`src/verilog/timer16_pkg.sv`:
```
package timer16_pkg;

    localparam int DATA_W = 8;
    localparam int CNT_W  = 16;

    // Byte locations on the 8-bit access port
    localparam logic [3:0] LOC_CNT_LO = 4'h0;
    localparam logic [3:0] LOC_CNT_HI = 4'h1;
    localparam logic [3:0] LOC_CMPA_LO = 4'h2;
    localparam logic [3:0] LOC_CMPA_HI = 4'h3;
    localparam logic [3:0] LOC_CMPB_LO = 4'h4;
    localparam logic [3:0] LOC_CMPB_HI = 4'h5;
    localparam logic [3:0] LOC_CMPC_LO = 4'h6;
    localparam logic [3:0] LOC_CMPC_HI = 4'h7;
    localparam logic [3:0] LOC_CAP_LO = 4'h8;
    localparam logic [3:0] LOC_CAP_HI = 4'h9;

    localparam logic [15:0] BOTTOM_VALUE = 16'h0000;
    localparam logic [15:0] MAX_VALUE    = 16'hFFFF;
    localparam logic [15:0] TOP_8BIT     = 16'h00FF;
    localparam logic [15:0] TOP_9BIT     = 16'h01FF;
    localparam logic [15:0] TOP_10BIT    = 16'h03FF;
    localparam logic [15:0] RESET_VALUE16 = 16'h0000;
    localparam logic [7:0]  RESET_VALUE8  = 8'h00;

    localparam int FILTER_SAMPLES = 4;

    typedef enum logic [2:0] {
        TOP_SEL_MAX,
        TOP_SEL_8BIT,
        TOP_SEL_9BIT,
        TOP_SEL_10BIT,
        TOP_SEL_CMPA,
        TOP_SEL_CAP
    } top_sel_type;

    typedef struct packed {
        logic       rd;
        logic       wr;
        logic [3:0] addr;
        logic [7:0] wdata;
    } cpu_req_type;

    typedef struct packed {
        logic bottom;
        logic max;
        logic top;
    } boundary_type;

endpackage : timer16_pkg

```
`src/verilog/timer16_access.sv`:
```
// What this block does
// - Compare match sets flag A, B or C
// - Qualifying capture edge copies counter to capture
// - Optional noise filter ahead of edge detect
// - Mode selects fixed or register-defined top
// - Compare A as top disables its PWM
// - Compare A top value is double buffered
// - Bottom signalled when counter equals zero
// - Max signalled when counter is all ones
// - One shared high-byte holding register
// - Low-byte access performs the 16-bit transfer
// - Low write loads holding byte plus data
// - Counter or capture low read copies high byte to holding
// - Compare high-byte reads bypass holding register
// - Counter high location reaches holding register
`timescale 1ns/10ps
module timer16_access
    import timer16_pkg::*;
(
    input  wire logic             clock_in,
    input  wire logic             rst_in,
    input  wire cpu_req_type      cpu_req_in,
    output logic [7:0]            cpu_rdata_out,
    input  wire logic             count_tick_in,
    input  wire logic             count_up_in,
    input  wire logic             count_clear_in,
    input  wire top_sel_type      top_sel_in,
    input  wire logic             pwm_mode_in,
    input  wire logic             capture_pin_in,
    input  wire logic             comparator_in,
    input  wire logic             use_comparator_in,
    input  wire logic             filter_enable_in,
    input  wire logic             capture_rising_in,
    input  wire logic [2:0]       flag_clear_in,
    input  wire logic             capture_flag_clear_in,
    output logic [2:0]            compare_match_flags_out,
    output logic                  capture_flag_out,
    output logic                  pwm_a_allowed_out,
    output boundary_type          boundary_out,
    output logic [15:0]           timer_count_value_out,
    output logic [15:0]           top_value_out
);
    logic [7:0]  holding_ff;
    logic [15:0] timer_count_value_ff;
    logic [15:0] compare_value_a_ff;
    logic [15:0] compare_a_buf_ff;
    logic [15:0] compare_b_ff;
    logic [15:0] compare_c_ff;
    logic [15:0] capture_value_ff;
    logic [2:0]  compare_match_flags_ff;
    logic        capture_flag_ff;
    logic [7:0]  rdata_ff;
    logic [1:0]  pin_sync_ff;
    logic [1:0]  cmp_sync_ff;
    logic        edge_prev_ff;
    logic        filtered;
    logic        trig_src;
    logic        capture_event;
    logic        cap_defines_top;
    logic        cmpa_defines_top;
    logic [15:0] top_value;
    logic        at_top;
    logic        cpu_wr_cnt;
    logic        wr_lo;
    logic        rd_lo;
    logic [3:0]  addr;
    logic [15:0] nxt_count;
    logic [2:0]  match;

    assign addr  = cpu_req_in.addr;
    assign wr_lo = cpu_req_in.wr && !addr[0];
    assign rd_lo = cpu_req_in.rd && !addr[0];
    assign cpu_wr_cnt = wr_lo && (addr == LOC_CNT_LO);

    assign cap_defines_top  = (top_sel_in == TOP_SEL_CAP);
    assign cmpa_defines_top = (top_sel_in == TOP_SEL_CMPA);

    // Top selection from the operating mode
    always_comb begin
        case (top_sel_in)
            TOP_SEL_8BIT:  top_value = TOP_8BIT;
            TOP_SEL_9BIT:  top_value = TOP_9BIT;
            TOP_SEL_10BIT: top_value = TOP_10BIT;
            TOP_SEL_CMPA:  top_value = compare_value_a_ff;
            TOP_SEL_CAP:   top_value = capture_value_ff;
            default:       top_value = MAX_VALUE;
        endcase
    end

    assign at_top = (timer_count_value_ff == top_value);

    // Shared holding register: high-byte writes and low-byte reads
    always_ff @(posedge clock_in) begin
        if (rst_in) begin
            holding_ff <= RESET_VALUE8;
        end else if (cpu_req_in.wr && addr[0]) begin
            holding_ff <= cpu_req_in.wdata;
        end else if (rd_lo) begin
            if (addr == LOC_CNT_LO) begin
                holding_ff <= timer_count_value_ff[15:8];
            end else if (addr == LOC_CAP_LO) begin
                holding_ff <= capture_value_ff[15:8];
            end
            // Compare low reads leave it alone, so a pending high byte survives them
        end
    end

    // Counter: a CPU write overrides counting and clearing
    always_comb begin
        nxt_count = timer_count_value_ff;
        if (cpu_wr_cnt) begin
            nxt_count = {holding_ff, cpu_req_in.wdata};
        end else if (count_tick_in) begin
            if (count_clear_in || (count_up_in && at_top)) begin
                nxt_count = BOTTOM_VALUE;
            end else if (count_up_in) begin
                nxt_count = timer_count_value_ff + 16'h0001;
            end else begin
                nxt_count = timer_count_value_ff - 16'h0001;
            end
        end
    end

    always_ff @(posedge clock_in) begin
        if (rst_in) begin
            timer_count_value_ff <= RESET_VALUE16;
        end else begin
            timer_count_value_ff <= nxt_count;
        end
    end

    // Compare registers; A always goes through a buffer, held back when it defines top
    always_ff @(posedge clock_in) begin
        if (rst_in) begin
            compare_a_buf_ff <= RESET_VALUE16;
            compare_b_ff     <= RESET_VALUE16;
            compare_c_ff     <= RESET_VALUE16;
        end else if (wr_lo) begin
            if (addr == LOC_CMPA_LO) begin
                compare_a_buf_ff <= {holding_ff, cpu_req_in.wdata};
            end else if (addr == LOC_CMPB_LO) begin
                compare_b_ff <= {holding_ff, cpu_req_in.wdata};
            end else if (addr == LOC_CMPC_LO) begin
                compare_c_ff <= {holding_ff, cpu_req_in.wdata};
            end
        end
    end

    // Active A value follows the buffer one clock later, except when it is top:
    // then it is taken only at the top so a period never truncates
    always_ff @(posedge clock_in) begin
        if (rst_in) begin
            compare_value_a_ff <= RESET_VALUE16;
        end else if (!cmpa_defines_top) begin
            compare_value_a_ff <= compare_a_buf_ff;
        end else if (count_tick_in && at_top) begin
            compare_value_a_ff <= compare_a_buf_ff;
        end
    end

    assign pwm_a_allowed_out = !(pwm_mode_in && cmpa_defines_top);

    // Compare match flags; a new match wins over a clear
    assign match[0] = (timer_count_value_ff == compare_value_a_ff);
    assign match[1] = (timer_count_value_ff == compare_b_ff);
    assign match[2] = (timer_count_value_ff == compare_c_ff);

    always_ff @(posedge clock_in) begin
        if (rst_in) begin
            compare_match_flags_ff <= 3'h0;
        end else begin
            compare_match_flags_ff <= (compare_match_flags_ff & ~flag_clear_in)
                                      | (match & {3{count_tick_in}});
        end
    end

    // Capture input: sync, filter, edge detect
    always_ff @(posedge clock_in) begin
        if (rst_in) begin
            pin_sync_ff <= 2'h0;
            cmp_sync_ff <= 2'h0;
        end else begin
            pin_sync_ff <= {pin_sync_ff[0], capture_pin_in};
            cmp_sync_ff <= {cmp_sync_ff[0], comparator_in};
        end
    end

    assign trig_src = use_comparator_in ? cmp_sync_ff[1] : pin_sync_ff[1];

    capture_filter #(
        .SAMPLES (FILTER_SAMPLES)
    ) u_filter (
        .clock_in  (clock_in),
        .rst_in    (rst_in),
        .enable_in (filter_enable_in),
        .sample_in (trig_src),
        .level_out (filtered)
    );

    always_ff @(posedge clock_in) begin
        if (rst_in) begin
            edge_prev_ff <= 1'b0;
        end else begin
            edge_prev_ff <= filtered;
        end
    end

    // Capture is off while the capture register defines top
    assign capture_event = !cap_defines_top && (filtered != edge_prev_ff)
                           && (filtered == capture_rising_in);

    always_ff @(posedge clock_in) begin
        if (rst_in) begin
            capture_value_ff <= RESET_VALUE16;
        end else if (capture_event) begin
            capture_value_ff <= timer_count_value_ff;
        end else if (wr_lo && (addr == LOC_CAP_LO) && cap_defines_top) begin
            capture_value_ff <= {holding_ff, cpu_req_in.wdata};
        end
    end

    always_ff @(posedge clock_in) begin
        if (rst_in) begin
            capture_flag_ff <= 1'b0;
        end else if (capture_event) begin
            capture_flag_ff <= 1'b1;
        end else if (capture_flag_clear_in) begin
            capture_flag_ff <= 1'b0;
        end
    end

    // Read data; compare high bytes come straight from the register
    always_ff @(posedge clock_in) begin
        if (rst_in) begin
            rdata_ff <= RESET_VALUE8;
        end else if (cpu_req_in.rd) begin
            if (addr == LOC_CNT_LO) begin
                rdata_ff <= timer_count_value_ff[7:0];
            end else if (addr == LOC_CMPA_LO) begin
                rdata_ff <= compare_a_buf_ff[7:0];
            end else if (addr == LOC_CMPA_HI) begin
                rdata_ff <= compare_a_buf_ff[15:8];
            end else if (addr == LOC_CMPB_LO) begin
                rdata_ff <= compare_b_ff[7:0];
            end else if (addr == LOC_CMPB_HI) begin
                rdata_ff <= compare_b_ff[15:8];
            end else if (addr == LOC_CMPC_LO) begin
                rdata_ff <= compare_c_ff[7:0];
            end else if (addr == LOC_CMPC_HI) begin
                rdata_ff <= compare_c_ff[15:8];
            end else if (addr == LOC_CAP_LO) begin
                rdata_ff <= capture_value_ff[7:0];
            end else if (addr == LOC_CNT_HI || addr == LOC_CAP_HI) begin
                rdata_ff <= holding_ff;
            end else begin
                rdata_ff <= RESET_VALUE8;
            end
        end
    end

    assign cpu_rdata_out           = rdata_ff;
    assign compare_match_flags_out = compare_match_flags_ff;
    assign capture_flag_out        = capture_flag_ff;
    assign timer_count_value_out   = timer_count_value_ff;
    assign top_value_out           = top_value;
    assign boundary_out.bottom     = (timer_count_value_ff == BOTTOM_VALUE);
    assign boundary_out.max        = (timer_count_value_ff == MAX_VALUE);
    assign boundary_out.top        = at_top;

    // Checks
    a_low_write_load: assert property (@(posedge clock_in) disable iff (rst_in)
        cpu_wr_cnt |=> timer_count_value_ff == {$past(holding_ff), $past(cpu_req_in.wdata)})
        else $error("counter not loaded by low write");
    a_low_read_latch: assert property (@(posedge clock_in) disable iff (rst_in)
        (rd_lo && addr == LOC_CNT_LO && !cpu_req_in.wr) |=> holding_ff == $past(timer_count_value_ff[15:8]))
        else $error("holding not loaded on low read");
    a_high_write_only: assert property (@(posedge clock_in) disable iff (rst_in)
        (cpu_req_in.wr && addr[0] && !count_tick_in) |=> $stable(timer_count_value_ff) && $stable(compare_b_ff))
        else $error("high write touched a 16-bit register");
    a_cnt_high_read: assert property (@(posedge clock_in) disable iff (rst_in)
        (cpu_req_in.rd && addr == LOC_CNT_HI && !cpu_req_in.wr) |=> cpu_rdata_out == $past(holding_ff))
        else $error("counter high read not from holding");
    a_cmp_bypass: assert property (@(posedge clock_in) disable iff (rst_in)
        (cpu_req_in.rd && addr == LOC_CMPB_HI) |=> cpu_rdata_out == $past(compare_b_ff[15:8]))
        else $error("compare high read used holding");
    a_cmp_no_hold: assert property (@(posedge clock_in) disable iff (rst_in)
        (rd_lo && (addr == LOC_CMPA_LO || addr == LOC_CMPB_LO || addr == LOC_CMPC_LO)) |=> $stable(holding_ff))
        else $error("compare low read changed holding");
    a_capture_copy: assert property (@(posedge clock_in) disable iff (rst_in)
        capture_event |=> capture_value_ff == $past(timer_count_value_ff) && capture_flag_ff)
        else $error("capture did not copy counter");
    a_match_flag: assert property (@(posedge clock_in) disable iff (rst_in)
        (count_tick_in && match[1]) |=> compare_match_flags_ff[1])
        else $error("compare match flag B not set");
    a_top_buffered: assert property (@(posedge clock_in) disable iff (rst_in)
        (cmpa_defines_top && $past(cmpa_defines_top) && !$past(count_tick_in && at_top))
        |-> $stable(compare_value_a_ff))
        else $error("top changed outside top");
    a_pwm_a_block: assert property (@(posedge clock_in) disable iff (rst_in)
        (pwm_mode_in && top_sel_in == TOP_SEL_CMPA) |-> !pwm_a_allowed_out)
        else $error("pwm a allowed with A as top");
    a_fixed_top: assert property (@(posedge clock_in) disable iff (rst_in)
        top_sel_in == TOP_SEL_9BIT |-> top_value_out == 16'h01FF)
        else $error("wrong fixed top");
    a_bottom_flag: assert property (@(posedge clock_in) disable iff (rst_in)
        boundary_out.bottom == (timer_count_value_out == 16'h0000) && boundary_out.max == (&timer_count_value_out))
        else $error("boundary indication wrong");

endmodule : timer16_access

```
`src/verilog/capture_filter.sv`:
```
`timescale 1ns/10ps
module capture_filter
    import timer16_pkg::*;
#(
    parameter int SAMPLES = FILTER_SAMPLES
) (
    input  wire logic clock_in,
    input  wire logic rst_in,
    input  wire logic enable_in,
    input  wire logic sample_in,
    output logic      level_out
);
    logic [SAMPLES-1:0] hist_ff;
    logic               level_ff;

    always_ff @(posedge clock_in) begin
        if (rst_in) begin
            hist_ff <= '0;
        end else begin
            hist_ff <= {hist_ff[SAMPLES-2:0], sample_in};
        end
    end

    // Output moves only when all samples agree; bypass when disabled
    always_ff @(posedge clock_in) begin
        if (rst_in) begin
            level_ff <= 1'b0;
        end else if (!enable_in) begin
            level_ff <= sample_in;
        end else if (&hist_ff) begin
            level_ff <= 1'b1;
        end else if (~|hist_ff) begin
            level_ff <= 1'b0;
        end
    end

    assign level_out = level_ff;

endmodule : capture_filter

```
`config.mk`:
```
export PLATFORM = sky130hd
export DESIGN_NAME = timer16_access
export DESIGN_NICKNAME = d
export VERILOG_FILES = /design/src/verilog/timer16_pkg.sv /design/src/verilog/timer16_access.sv /design/src/verilog/capture_filter.sv
export SDC_FILE = /design/constraint.sdc
export NUM_CORES = 1
export LEC_CHECK = 0
export BUFFER_PORTS_ARGS = -buffer_cell sky130_fd_sc_hd__clkbuf_2
export CAP_MARGIN = 20
export CORE_MARGIN = 3
export CORE_UTILIZATION = 25
export DETAILED_ROUTE_END_ITERATION = 8
export PLACE_DENSITY = 0.45
export SETUP_SLACK_MARGIN = 0.02
export SLEW_MARGIN = 20
export SYNTH_ARGS = -nofsm -noshare
export SYNTH_HDL_FRONTEND = slang
export SYNTH_SLANG_ARGS = --single-unit
```
`constraint.sdc`:
```
create_clock -name clock_in -period 4.6 [get_ports clock_in]
set_clock_uncertainty 0.15 [all_clocks]
set_input_delay 1.38 -clock clock_in [delete_from_list [all_inputs] [get_ports clock_in]]
set_output_delay 1.38 -clock clock_in [all_outputs]
set_load 0.01 [all_outputs]
```
==> run_results.csv <==
group,metric,value,unit
run_status,outcome,"complete, no violations",
yosys,ys_warn_count,0,
yosys,yosysUniqueCellTypes,57,
global_route,grt_pass1_vias,6887,
setup_path,cp_max_fo,7,
yosys,synthCells,978,
clock_tree,cts_tree,"built",
yosys,synth_largest_area_cell,"dfxtp_1",
placement,io_buffers,79,
setup_path,required,3.07,ns
routing,via_per_inst,5.038,
placement,gp_congestion,0.9171,
global_route,grt_util_all_layers,0.1777,
global_route,antenna_found_initial,0,
global_route,gr-max-usage-layer,"met2",
sta,hold_viol,0,
sta,maxSlewHeadroom,0.3344,
clock_tree,cts_buffer_depth,2,
routing,ant_nets,0,
yosys,syn-num-nets,1025,
floorplanning,io_pins,80,
routing,wire_per_inst,20.47,µm
global_route,grt_pass1_wl,44130,µm
global_route,grt_util_met3,0.03961,
setup_path,crit_type,"in -> out",
layout,area_growth,19.87,%
layout,nets,1088,
clock_tree,cts_htree_levels,4,
floorplanning,core,29250,µm²
sta,setup_violations,0,
routing,num_vias,7245,
clock_tree,clk_pin_slew,0.06,ns
power,vdd_drop_max,192.3,µV
clock_tree,ctsHoldBuffers,0,
yosys,seq_area_frac_synth,0.3341,
sta,worst_hold_slack,0.2833,ns
yosys,synthesis.area,7551,µm²
yosys,netlist_top_cells_area,"dfxtp_1, a21oi_1, xnor2_1, nand2_1, mux2i_1",
flow_run,cap_violations,0,
routing,drc,0,
yosys,synth_edf_count,0,
global_route,grt_max_degree,72,
layout,drive_gt1_frac,0.1565,
setup_path,end_kind,"primary output",
sta,rsz0062_at_grt,"no",
sta,setup_tns,0,ns
setup_path,arrival,2.89,ns
setup_path,cp_slowest_cell,"nor3_2",
sta,post-route-min-period,4.420,ns
floorplanning,die_w,179.8,µm
setup_path,max_stage_delay,0.25,ns
power,power_density,337.7,nW/µm²
yosys,ys_seq_elements,126,
routing,dr.pass1.iters,5,
floorplanning,fp.dieH,179.8,µm
sta,drv_slew,0,
sta,finalCritPeriodShare,0.9609,
yosys,synth-main-ff-cell,"dfxtp_1",
yosys,synth_top_area_share,0.3341,
clock_tree,insertion_delay,0.42,ns
routing,totalWireLength,29430,µm
sta,max_freq,226.2,MHz
worst_hold_path,hold_path_class,"reg -> reg",
power,finalPower,3.056,mW
yosys,synth.avg_cell_area,7.721,µm²
global_route,use_met1,0.2505,
floorplanning,die-area,32320,µm²
clock_tree,cts_buffers,17,
setup_path,cp_cell_sequence,"clkbuf_4 -> buf_6 -> mux2i_1 -> nand2_1 -> xnor2_1 -> nand3_1 -> nor3_2 -> and3_4 -> clkbuf_2",
setup_path,start_kind,"input port",
layout,insertedDiodeCount,0,
layout,fin_util,0.3095,
clock_tree,cts_sinks,126,
routing,drt_iter0_drc,679,
sta,worst_pin_slew,0.9908,ns
floorplanning,rows,62,
power,power.leakage,3.104,nW
global_route,met2_usage,0.2682,
layout,stdcell_area,9051,µm²
floorplanning,initial_core_util,0.2582,
yosys,async_flop_share,0,
global_route,grt-ovfl-total,0,
placement,dpl.hpwl,21730,µm
clock_tree,root_buffer,"clkbuf_16",
placement,placed_area,8406,µm²
-- Yosys cell counts (12+ instances only) --
library cell / number
nand2_1: 144
a21oi_1: 132
dfxtp_1: 126
xnor2_1: 62
nand2b_1: 61
clkbuf_1: 52
nor2_1: 44
mux2i_1: 40
o21ai_0: 32
inv_1: 26
o22ai_1: 22
a211oi_1: 17
a221oi_1: 17
nand4_1: 16
nor3b_1: 16
nand3_1: 15
ha_1: 14
nor3_1: 13
buf_1: 12
-- routing by layer --
| metal | part of all wire | up-vias |
|---|---|---|
| met2 | 0.44 | 261 |
| met1 | 0.47 | 3394 |
| li1 | - | 3544 |
| met5 | 0 | - |
| met3 | 0.062 | 46 |
| met4 | 0.029 | 0 |
-- placed cells by master (no fill, tap or decap), drive strengths merged, types with 16 or more instances in the layout --
cell	instances
inv	28
nand4	16
a21oi	132
nand2	146
dfxtp	126
nor2	45
o21ai	39
o22ai	22
mux2i	41
xnor2	62
clkbuf	97
a211oi	17
buf	39
nand2b	61
a221oi	17
nor3b	16
-- registers in the layout, summed over array words and instances, names as in the netlist, 4 cells and up --
signal and count:
timer_count_value_out 16, compare_a_buf_ff 16, holding_ff 8, compare_value_a_ff 16
compare_b_ff 16, u_filter.hist_ff 4, capture_value_ff 16, compare_c_ff 16
cpu_rdata_out 8
-- report_power, final --
group,leakage (nW),switching (mW),internal (mW)
sequential,1.02,0.0579,1.12
clock,0.295,0.534,0.881
combinational,1.79,0.278,0.186
total,3.10,0.870,2.19
-- final cells by class --
| cell class | instances | area [µm²] |
|---|---|---|
| Tap cell | 384 | 480.5 |
| Multi-Input combinational cell | 752 | 4642 |
| Timing Repair Buffer | 117 | 689.4 |
| Inverter | 27 | 101.3 |
| Clock inverter | 13 | 162.7 |
| Fill cell | 3148 | 20190 |
| Sequential cell | 126 | 2522 |
| Clock buffer | 19 | 452.9 |
-- worst paths after layout --
path | startpoint | to | slack (ns) | depth (start not counted)
max reg2reg | timer_count_value_out[1] | timer_count_value_out[15] | 1.54 | 10
min reg2reg | cmp_sync_ff[0] | cmp_sync_ff[1] | 0.28 | 1
min | cmp_sync_ff[0] | cmp_sync_ff[1] | 0.28 | 1
max | top_sel_in[0] | boundary_out[0] | 0.18 | 9
-- stage by stage --
stage	instances	setup WS, ns
floorplan	978	0.3078
global placement	1406	0.09523
detailed placement	1406	0.02775
CTS	1438	0.02702
global route	1438	0.06386
finish	1438	0.1797
-- timing repair --
item                                    CTS  global route
resized for setup                         0             7
setup buffers                             0             0
endpoints found under the setup margin    0             1
-- critical path: cells and delay by family --
kind                      cells  cell delay (ns)
and+or+nand+nor               4             0.71
buffers and inverters         3             0.45
muxes                         1             0.20
xor gates and xnor gates      1             0.14
-- logic make-up (layout without fill, tap and decap cells) --
kind of cell,after synthesis,count (layout),synth area share
and+or+nand+nor,355,355,0.2340
AOI/OAI and AO/OA,268,268,0.2103
DFF,126,126,0.3341
buffers and inverters,100,176,0.05518
xor gates and xnor gates,73,73,0.08467
muxes,41,41,0.05601
adders and majority gates,15,15,0.02585
No activity file was read; power rests on OpenSTA's default activity.
